`src/rpw_pkg.sv`:
```
/*
  constants, types and state layout of the reset pulse and supervision timer
  assumes a 10 MHz pclk and 32-bit APB with byte addresses
*/
package rpw_pkg;
  localparam int unsigned CLK_PERIOD_NS = 100;
  localparam int unsigned TICK_NS       = 1000000;
  localparam int unsigned TICK_CYCLES   = TICK_NS / CLK_PERIOD_NS;
  localparam int unsigned TICK_W        = 14;
  localparam int unsigned RAILS         = 12;

  localparam logic [7:0] ADDR_CTRL    = 8'h00;
  localparam logic [7:0] ADDR_RAILSEL = 8'h04;
  localparam logic [7:0] ADDR_DELAY   = 8'h08;
  localparam logic [7:0] ADDR_PULSE   = 8'h0C;
  localparam logic [7:0] ADDR_WDINIT  = 8'h10;
  localparam logic [7:0] ADDR_WDTMO   = 8'h14;
  localparam logic [7:0] ADDR_RECOVER = 8'h18;
  localparam logic [7:0] ADDR_SERVICE = 8'h1C;
  localparam logic [7:0] ADDR_STATUS  = 8'h20;
  localparam logic [7:0] ADDR_INTSTS  = 8'h24;
  localparam logic [7:0] ADDR_INTMASK = 8'h28;

  localparam int unsigned C_PULSE    = 0;
  localparam int unsigned C_WD_EN    = 1;
  localparam int unsigned C_COUPLED  = 2;
  localparam int unsigned C_SVC_POL  = 3;
  localparam int unsigned C_EXP_POL  = 4;
  localparam int unsigned C_RST_POL  = 5;
  localparam int unsigned C_TRACK    = 6;
  localparam int unsigned C_GIN_POL  = 7;
  localparam int unsigned C_SVC_PIN  = 8;

  localparam int unsigned I_GOOD    = 0;
  localparam int unsigned I_LOST    = 1;
  localparam int unsigned I_EXPIRY  = 2;
  localparam int unsigned I_RELEASE = 3;

  localparam logic [8:0]  CTRL_RST    = 9'h100;
  localparam logic [11:0] RAILSEL_RST = 12'hFFF;
  localparam logic [4:0]  DELAY_RST   = 5'h00;
  localparam logic [15:0] PULSE_RST   = 16'h0064;
  localparam logic [3:0]  WDINIT_RST  = 4'h0;
  localparam logic [15:0] WDTMO_RST   = 16'h03E8;
  localparam logic [15:0] RECOVER_RST = 16'h0064;
  localparam logic [3:0]  MASK_RST    = 4'h0;
  localparam logic        RSTPIN_RST  = 1'b0;
  localparam logic        EXPPIN_RST  = 1'b1;

  localparam logic [4:0]  DELAY_CODE_MAX = 5'h10;
  localparam logic [15:0] WIDTH_MS_MAX   = 16'h7E00;
  localparam logic [15:0] WIDTH_MS_MIN   = 16'h0001;
  localparam logic [20:0] INIT_BASE_MS   = 21'h00064;

  typedef enum logic [2:0] {SR_WAIT_GOOD, SR_ON_DELAY, SR_PULSE, SR_RUN,
                            SR_OFF_DELAY, SR_RECOVER} rpw_sr_e;
  typedef enum logic [1:0] {WD_OFF, WD_INIT, WD_TIMING, WD_EXPIRED} rpw_wd_e;

  typedef struct packed {
    logic [8:0]        ctrl;
    logic [11:0]       rail_sel;
    logic [4:0]        delay_code;
    logic [15:0]       pulse_ms;
    logic [3:0]        init_code;
    logic [15:0]       tmo_ms;
    logic [15:0]       recover_ms;
    logic [3:0]        sts;
    logic [3:0]        mask;
    logic [RAILS-1:0]  rail_m;
    logic [RAILS-1:0]  rail_s;
    logic              svc_m;
    logic              svc_s;
    logic              svc_d;
    logic              gin_m;
    logic              gin_s;
    logic [TICK_W-1:0] tick_cnt;
    logic              tick;
    logic              rails_ok;
    rpw_sr_e           sr;
    logic [15:0]       sr_cnt;
    rpw_wd_e           wd;
    logic [20:0]       wd_cnt;
    logic              rst_pin;
    logic              exp_pin;
    logic [31:0]       rdata;
    logic              rerr;
  } rpw_state_s;

  localparam rpw_state_s STATE_RST = '{ctrl: CTRL_RST, rail_sel: RAILSEL_RST,
    delay_code: DELAY_RST, pulse_ms: PULSE_RST, init_code: WDINIT_RST,
    tmo_ms: WDTMO_RST, recover_ms: RECOVER_RST, mask: MASK_RST, sr: SR_WAIT_GOOD,
    wd: WD_OFF, rst_pin: RSTPIN_RST, exp_pin: EXPPIN_RST, default: '0};
endpackage

```
`src/rpw_top.sv`:
```
/*
  system reset release, reset pulse and supervision timer with an APB slave
  assumes pins arrive asynchronously and a zero-wait APB master on pclk
*/
`timescale 1ns/10ps
module rpw_top #(
  parameter int unsigned TICK_CYCLES = rpw_pkg::TICK_CYCLES
) (
  input  wire logic        pclk,
  input  wire logic        presetn,
  input  wire logic        ce,
  input  wire logic        psel,
  input  wire logic        penable,
  input  wire logic        pwrite,
  input  wire logic [7:0]  paddr,
  input  wire logic [31:0] pwdata,
  output logic      [31:0] prdata,
  output logic             pready,
  output logic             pslverr,
  input  wire logic [11:0] rail_good,
  input  wire logic        service_input,
  input  wire logic        general_input_pin,
  output logic             system_reset_pin,
  output logic             expiry_output,
  output logic             irq
);
  rpw_pkg::rpw_state_s st;
  rpw_pkg::rpw_state_s next_st;
  logic                acc;
  logic                wr;
  logic                svc_bus;
  logic                svc_evt;
  logic                expire_now;
  logic                wd_allow;
  logic                gin_act;
  logic                rst_act;
  logic [3:0]          set_sts;
  logic [3:0]          clr_sts;

  function automatic logic [15:0] delay_ms(input logic [4:0] code);
    logic [4:0] c;
    c = (code > rpw_pkg::DELAY_CODE_MAX) ? rpw_pkg::DELAY_CODE_MAX : code;
    delay_ms = (c == 5'h00) ? 16'h0000 : (16'h0001 << (c - 5'h01));
  endfunction

  function automatic logic [20:0] init_ms(input logic [3:0] code);
    init_ms = (code == 4'h0) ? 21'h000000 : (rpw_pkg::INIT_BASE_MS << (code - 4'h1));
  endfunction

  function automatic logic [15:0] width_ms(input logic [15:0] v);
    if (v < rpw_pkg::WIDTH_MS_MIN) begin
      width_ms = rpw_pkg::WIDTH_MS_MIN;
    end else if (v > rpw_pkg::WIDTH_MS_MAX) begin
      width_ms = rpw_pkg::WIDTH_MS_MAX;
    end else begin
      width_ms = v;
    end
  endfunction

  assign pready  = ce;
  assign pslverr = st.rerr;
  assign prdata  = st.rdata;
  assign system_reset_pin = st.rst_pin;
  assign expiry_output    = st.exp_pin;
  assign irq     = |(st.sts & st.mask);
  assign acc     = psel & penable & ce;
  assign wr      = acc & pwrite & ~st.rerr;
  assign svc_bus = wr & (paddr == rpw_pkg::ADDR_SERVICE);
  // toggle is polarity independent; active level matters only for tracking
  assign svc_evt = svc_bus | (st.ctrl[rpw_pkg::C_SVC_PIN] & (st.svc_s ^ st.svc_d));
  assign gin_act = st.gin_s ~^ st.ctrl[rpw_pkg::C_GIN_POL];
  assign wd_allow = st.ctrl[rpw_pkg::C_WD_EN] & (~st.ctrl[rpw_pkg::C_COUPLED]
                    | st.sr == rpw_pkg::SR_RUN | st.sr == rpw_pkg::SR_RECOVER);
  assign expire_now = wd_allow & (st.wd == rpw_pkg::WD_TIMING) & ~svc_evt
                      & (st.wd_cnt == 21'h000000);

  always_comb begin
    next_st = st;
    set_sts = 4'h0;
    clr_sts = 4'h0;
    rst_act = 1'b0;
    if (ce) begin
      next_st.rail_m = rail_good;
      next_st.rail_s = st.rail_m;
      next_st.svc_m  = service_input;
      next_st.svc_s  = st.svc_m;
      next_st.svc_d  = st.svc_s;
      next_st.gin_m  = general_input_pin;
      next_st.gin_s  = st.gin_m;
      // common millisecond tick
      if (st.tick_cnt == rpw_pkg::TICK_W'(TICK_CYCLES - 1)) begin
        next_st.tick_cnt = '0;
        next_st.tick = 1'b1;
      end else begin
        next_st.tick_cnt = st.tick_cnt + rpw_pkg::TICK_W'(1);
        next_st.tick = 1'b0;
      end
      next_st.rails_ok = &(st.rail_s | ~st.rail_sel);
      if (next_st.rails_ok & ~st.rails_ok) begin
        set_sts[rpw_pkg::I_GOOD] = 1'b1;
      end
      if (~next_st.rails_ok & st.rails_ok) begin
        set_sts[rpw_pkg::I_LOST] = 1'b1;
      end

      // supervision timer
      if (!wd_allow) begin
        next_st.wd = rpw_pkg::WD_OFF;
        next_st.wd_cnt = '0;
      end else begin
        unique case (st.wd)
          rpw_pkg::WD_OFF: begin
            next_st.wd = rpw_pkg::WD_INIT;
            next_st.wd_cnt = init_ms(st.init_code);
          end
          rpw_pkg::WD_INIT: begin
            if (svc_evt || st.wd_cnt == 21'h000000) begin
              next_st.wd = rpw_pkg::WD_TIMING;
              next_st.wd_cnt = {5'h00, width_ms(st.tmo_ms)};
            end else if (st.tick) begin
              next_st.wd_cnt = st.wd_cnt - 21'h000001;
            end
          end
          rpw_pkg::WD_TIMING: begin
            if (svc_evt) begin
              next_st.wd_cnt = {5'h00, width_ms(st.tmo_ms)};
            end else if (expire_now) begin
              next_st.wd = rpw_pkg::WD_EXPIRED;
              set_sts[rpw_pkg::I_EXPIRY] = 1'b1;
            end else if (st.tick) begin
              next_st.wd_cnt = st.wd_cnt - 21'h000001;
            end
          end
          rpw_pkg::WD_EXPIRED: begin
            if (svc_evt) begin
              next_st.wd = rpw_pkg::WD_TIMING;
              next_st.wd_cnt = {5'h00, width_ms(st.tmo_ms)};
            end
          end
        endcase
      end

      // system reset sequencing
      unique case (st.sr)
        rpw_pkg::SR_WAIT_GOOD: begin
          if (st.rails_ok) begin
            next_st.sr = rpw_pkg::SR_ON_DELAY;
            next_st.sr_cnt = delay_ms(st.delay_code);
          end
        end
        rpw_pkg::SR_ON_DELAY: begin
          if (!st.rails_ok) begin
            next_st.sr = rpw_pkg::SR_WAIT_GOOD;
          end else if (st.sr_cnt == 16'h0000) begin
            set_sts[rpw_pkg::I_RELEASE] = 1'b1;
            if (st.ctrl[rpw_pkg::C_PULSE]) begin
              next_st.sr = rpw_pkg::SR_PULSE;
              next_st.sr_cnt = width_ms(st.pulse_ms);
            end else begin
              next_st.sr = rpw_pkg::SR_RUN;
            end
          end else if (st.tick) begin
            next_st.sr_cnt = st.sr_cnt - 16'h0001;
          end
        end
        rpw_pkg::SR_PULSE: begin
          if (!st.rails_ok) begin
            next_st.sr = rpw_pkg::SR_WAIT_GOOD;
          end else if (st.sr_cnt == 16'h0000) begin
            next_st.sr = rpw_pkg::SR_RUN;
          end else if (st.tick) begin
            next_st.sr_cnt = st.sr_cnt - 16'h0001;
          end
        end
        rpw_pkg::SR_RUN: begin
          if (expire_now && st.ctrl[rpw_pkg::C_COUPLED]) begin
            next_st.sr = rpw_pkg::SR_RECOVER;
            next_st.sr_cnt = width_ms(st.recover_ms);
          end else if (!st.rails_ok) begin
            if (st.ctrl[rpw_pkg::C_PULSE]) begin
              next_st.sr = rpw_pkg::SR_WAIT_GOOD;
            end else begin
              next_st.sr = rpw_pkg::SR_OFF_DELAY;
              next_st.sr_cnt = delay_ms(st.delay_code);
            end
          end
        end
        rpw_pkg::SR_OFF_DELAY: begin
          if (st.rails_ok) begin
            next_st.sr = rpw_pkg::SR_RUN;
          end else if (st.sr_cnt == 16'h0000) begin
            next_st.sr = rpw_pkg::SR_WAIT_GOOD;
          end else if (st.tick) begin
            next_st.sr_cnt = st.sr_cnt - 16'h0001;
          end
        end
        rpw_pkg::SR_RECOVER: begin
          if (!st.rails_ok) begin
            next_st.sr = rpw_pkg::SR_WAIT_GOOD;
          end else if (st.ctrl[rpw_pkg::C_TRACK] ? gin_act
                                                 : (st.sr_cnt == 16'h0000)) begin
            next_st.sr = rpw_pkg::SR_RUN;
          end else if (st.tick && st.sr_cnt != 16'h0000) begin
            next_st.sr_cnt = st.sr_cnt - 16'h0001;
          end
        end
      endcase

      // pin levels follow the next state so they leave flip-flops
      if (st.ctrl[rpw_pkg::C_PULSE]) begin
        rst_act = next_st.sr == rpw_pkg::SR_PULSE || next_st.sr == rpw_pkg::SR_RECOVER;
      end else begin
        rst_act = next_st.sr == rpw_pkg::SR_WAIT_GOOD || next_st.sr == rpw_pkg::SR_ON_DELAY
                  || next_st.sr == rpw_pkg::SR_RECOVER;
      end
      next_st.rst_pin = rst_act ~^ st.ctrl[rpw_pkg::C_RST_POL];
      next_st.exp_pin = ~((next_st.wd == rpw_pkg::WD_EXPIRED)
                          & ~st.ctrl[rpw_pkg::C_COUPLED]) ^ st.ctrl[rpw_pkg::C_EXP_POL];

      // APB: decode and read data captured in the setup cycle
      if (psel && !penable) begin
        next_st.rerr = 1'b0;
        unique case (paddr)
          rpw_pkg::ADDR_CTRL:    next_st.rdata = {23'h000000, st.ctrl};
          rpw_pkg::ADDR_RAILSEL: next_st.rdata = {20'h00000, st.rail_sel};
          rpw_pkg::ADDR_DELAY:   next_st.rdata = {27'h0000000, st.delay_code};
          rpw_pkg::ADDR_PULSE:   next_st.rdata = {16'h0000, st.pulse_ms};
          rpw_pkg::ADDR_WDINIT:  next_st.rdata = {28'h0000000, st.init_code};
          rpw_pkg::ADDR_WDTMO:   next_st.rdata = {16'h0000, st.tmo_ms};
          rpw_pkg::ADDR_RECOVER: next_st.rdata = {16'h0000, st.recover_ms};
          rpw_pkg::ADDR_SERVICE: next_st.rdata = 32'h00000000;
          rpw_pkg::ADDR_STATUS:  next_st.rdata = {8'h00, st.rail_s, gin_act, st.svc_s,
                                   st.exp_pin, st.rst_pin, st.rails_ok, 1'b0, st.wd,
                                   1'b0, st.sr};
          rpw_pkg::ADDR_INTSTS:  next_st.rdata = {28'h0000000, st.sts};
          rpw_pkg::ADDR_INTMASK: next_st.rdata = {28'h0000000, st.mask};
          default: begin
            next_st.rdata = 32'h00000000;
            next_st.rerr = 1'b1;
          end
        endcase
      end
      if (wr) begin
        unique case (paddr)
          rpw_pkg::ADDR_CTRL:    next_st.ctrl = pwdata[8:0];
          rpw_pkg::ADDR_RAILSEL: next_st.rail_sel = pwdata[11:0];
          rpw_pkg::ADDR_DELAY:   next_st.delay_code = pwdata[4:0];
          rpw_pkg::ADDR_PULSE:   next_st.pulse_ms = pwdata[15:0];
          rpw_pkg::ADDR_WDINIT:  next_st.init_code = pwdata[3:0];
          rpw_pkg::ADDR_WDTMO:   next_st.tmo_ms = pwdata[15:0];
          rpw_pkg::ADDR_RECOVER: next_st.recover_ms = pwdata[15:0];
          rpw_pkg::ADDR_INTSTS:  clr_sts = pwdata[3:0];
          rpw_pkg::ADDR_INTMASK: next_st.mask = pwdata[3:0];
          default: ;
        endcase
      end
      // a new event beats a simultaneous write-one-to-clear
      next_st.sts = (st.sts & ~clr_sts) | set_sts;
    end
  end

  always_ff @(posedge pclk or negedge presetn) begin
    if (!presetn) begin
      st <= rpw_pkg::STATE_RST;
    end else begin
      st <= next_st;
    end
  end
endmodule

```
`config.mk`:
```
export PLATFORM = sky130hd
export DESIGN_NAME = rpw_top
export DESIGN_NICKNAME = d
export VERILOG_FILES = /design/src/rpw_pkg.sv /design/src/rpw_top.sv
export SDC_FILE = /design/constraint.sdc
export NUM_CORES = 1
export LEC_CHECK = 0
export ABC_AREA = 1
export BUFFER_PORTS_ARGS = -buffer_cell sky130_fd_sc_hd__buf_4
export CORE_MARGIN = 3
export CORE_UTILIZATION = 55
export DETAILED_ROUTE_END_ITERATION = 12
export PLACE_DENSITY = 0.83
export SLEW_MARGIN = 20
export SYNTH_ARGS = -nofsm -noshare
export SYNTH_HDL_FRONTEND = slang
export SYNTH_SLANG_ARGS = --single-unit
```
`constraint.sdc`:
```
create_clock -name pclk -period 2.1 [get_ports pclk]
set_input_delay 0.105 -clock pclk [delete_from_list [all_inputs] [get_ports pclk]]
set_output_delay 0.105 -clock pclk [all_outputs]
set_load 0.01 [all_outputs]
```
==> impl_metrics.yaml <==
synth:
  ys_warn_count: 0
  syn_inst: 1733
  syn_area_um2: 12300
  synth_seq_cells: 200
  synth_area_per_cell_um2: 7.10
  synth_area_leader_cell: "dfrtp_1"
  synth_area_leaders: "dfrtp_1 (35%), nand2_1 (15%), o21ai_0 (8.0%)"
  ys_types: 55
  ys_seq_area_share_pct: 41.0
  ys.flop_type: "dfrtp_1"
  async_reset_ff_share_pct: 100
  synth-edff-count: 0
  synth.top_cell.area_share_pct: 35.4
clock_network:
  cts_buffer_depth: 2
  cts_tree: "yes"
  numClockSinks: 200
  htreeDepth: 4
  root_buffer: "clkbuf_16"
  cts_buffers: 17
  clkLatencyLatePin_ns: 0.46
  cts.clk_slew.worst_paths_ns: 0.09
route:
  first_iter_violations: 1672
  route.detailed.drc: 0
  drt_wl_total_mm: 42.5
  routed_via_density: 5.94
  met1_length_mm: 16.5
  wl_per_cell_um: 19.0
  firstDrtPassIters: 6
  route.met2.wl_mm: 19.5
  vias: 13280
  route.met3.wl_mm: 4.34
  ant_nets: 0
  top_layer_used: "met4"
worst_setup_path:
  worstSetupPathType: "reg2reg"
  r2r-end: "st[68]"
  cp-start-kind: "flop"
  reg2regPathDepth: 16
  cp.arrival_ns: 2.62
  rrSetupSlack_ns: -0.17
  required_ns: 2.45
  rr_startpoint: "st[45]"
  setup.worst_path.end_class: "flop"
  cp_max_fo: 8
hold_path:
  min_to: "st[159]"
  min_path_cells: 3
  holdCritPathClass: "in2reg"
  min-delay-start: "pwdata[13]"
die:
  start_util_pct: 56.2
  design.portCount: 97
  fp.dieW_um: 156
  core_um2: 21900
  die_y_um: 156
  num_rows: 54
  dieArea_um2: 24200
sta:
  fmax_ghz: 0.441
  max-slew-margin-rel_pct: 55.2
  worst-slew-pin-transition_ns: 0.671
  setup_ws_ns: -0.166
  hold_viol: 0
  final_max_slew_viol_count: 0
  fin_crit_sh_pct: 108
  period_needed_ns: 2.27
  rsz0062_at_grt: "yes"
  skew_ns: 0.0178
  setup_viol: 21
place:
  gp_congestion: 1.09
  io_buffer_count: 72
  placed_cells: 2172
  dp_hpwl_mm: 31.0
global_routing:
  grt_max_degree: 56
  grt_pass1_wl_mm: 66.4
  overflow: 0
  grt_pass1_vias: 12686
  antenna_found_initial: 0
  grt_use_total_pct: 34.6
final_layout:
  final_layout_size_suffix_gt1_share_pct: 21.0
  area_delta_synth_final_pct: 25.1
  utilization_pct: 70.3
  nets: 2012
  fillers: 1762
  stdcell_count: 2237
power:
  powerDensity_nw_per_um2: 805
  power_uw: 12400
  vdd_drop_max_uv: 559
  p_leak_uw: 0.00722
run:
  maxCapViolCount: 0
run_status:
  violations: "negative setup slack"
  status: "finished with violations"
flip-flops by register name, summed over array words and instances, names as in the netlist:
signal and cells:
prdata 24, st 173, pslverr 1, system_reset_pin 1, expiry_output 1
how the worst max path moves through the flow:
stage | startpoint | end | cells after the start
floorplan | st[58] | st[70] | 13
global placement | st[49] | st[68] | 13
detailed placement | st[49] | st[68] | 13
CTS | st[46] | st[66] | 16
global route | st[52] | st[68] | 16
finish | st[45] | st[68] | 16
kinds of logic (layout without fill, tap and decap cells):
group,after synthesis,in the layout,share of synthesized area [%]
simple gates,824,824,28.2
compound gates,360,360,16.8
buf+inv,303,519,10.5
flops,200,200,41.0
xor+xnor,36,36,2.56
fa+ha+maj,9,9,0.916
other cells,1,9,0.0305
critical path, cell delays in order (launching register included):
cell and delay (ns):
dfrtp_1 0.40, nor2_2 0.14, nand2_1 0.12, nor2_4 0.15
nand2_1 0.08, nor2_2 0.15, buf_4 0.15, nand3_4 0.09
nand2_4 0.07, inv_2 0.04, o21ai_2 0.12, nand3_2 0.09
nor2_4 0.12, buf_12 0.15, clkinvlp_4 0.15, nand2_1 0.09
nand2_1 0.05
what timing repair did:
item                                   in CTS  in global routing
endpoints found under the hold margin      72                  0
pin swaps                                  21                 38
setup buffers                              15                  2
gates cloned                                1                  0
hold buffers                               19                  0
gates resized for setup                    33                 84
setup endpoints to repair                  39                 43
layer usage:
metal  global-route usage [%]  vias up
met5                        0        -
li1                         -     6055
met4                     17.2        0
met2                     55.3      816
met3                     6.44      186
met1                     45.6     6223
synthesized netlist by cell type, types with 4 or more instances:
cell,instances
clkbuf_1,38
o21ai_1,15
nand3_2,4
o221ai_1,4
inv_1,203
buf_4,35
clkinv_1,8
dfrtp_1,174
xor2_1,26
nor2_1,154
a21oi_1,48
ha_1,9
nand4_1,27
or2_2,10
nor3_1,27
o211ai_1,15
o21ai_0,197
nand2_1,490
o2111ai_1,6
nor4_1,7
inv_2,10
nand3_1,83
dfstp_2,26
nor2_2,7
o22ai_1,33
a221oi_1,19
xnor2_1,10
report_power, final:
part           internal (µW)  switching [µW]
clock network           1720            1930
registers               4140             245
logic                   1690            2670
total                   7550            4850
cell type report:
class,count,area [µm²],area share (%)
Clock buffer,17,425,2.76
Sequential cell,200,5040,32.7
Antenna cell,1,2.50,0.0163
Timing Repair Buffer,265,2180,14.1
Timing Repair inverter,1,7.51,0.0488
Clock inverter,15,230,1.50
Inverter,221,855,5.55
Tap cell,280,350,2.28
Multi-Input combinational cell,1237,6300,41.0
cell usage in the layout (no fill, tap or decap), types with 22 or more instances in the layout:
| master | netlist | final |
|---|---|---|
| a21oi_1 | 48 | 44 |
| buf_4 | 35 | 228 |
| dfrtp_1 | 174 | 174 |
| dfstp_2 | 26 | 26 |
| inv_1 | 203 | 195 |
| nand2_1 | 490 | 478 |
| nand3_1 | 83 | 78 |
| nand4_1 | 27 | 27 |
| nor2_1 | 154 | 139 |
| nor3_1 | 27 | 25 |
| o21ai_0 | 197 | 178 |
| o21ai_1 | 15 | 30 |
| o22ai_1 | 33 | 31 |
| xor2_1 | 26 | 22 |
per-stage QoR:
step,cell area (µm²),hold slack [ns],setup slack (ns),TNS [ns]
after floorplan,12300,-0.191,0.0227,0
after global placement,14100,0.0947,-0.277,-2.68
after detailed placement,14100,0.100,-0.285,-3.83
after CTS,15100,0.00255,-0.132,-1.43
after global routing,15400,0.0276,-0.271,-5.01
final,15400,0.0137,-0.166,-2.13
Note: power is estimated with default switching activity, not from simulation.
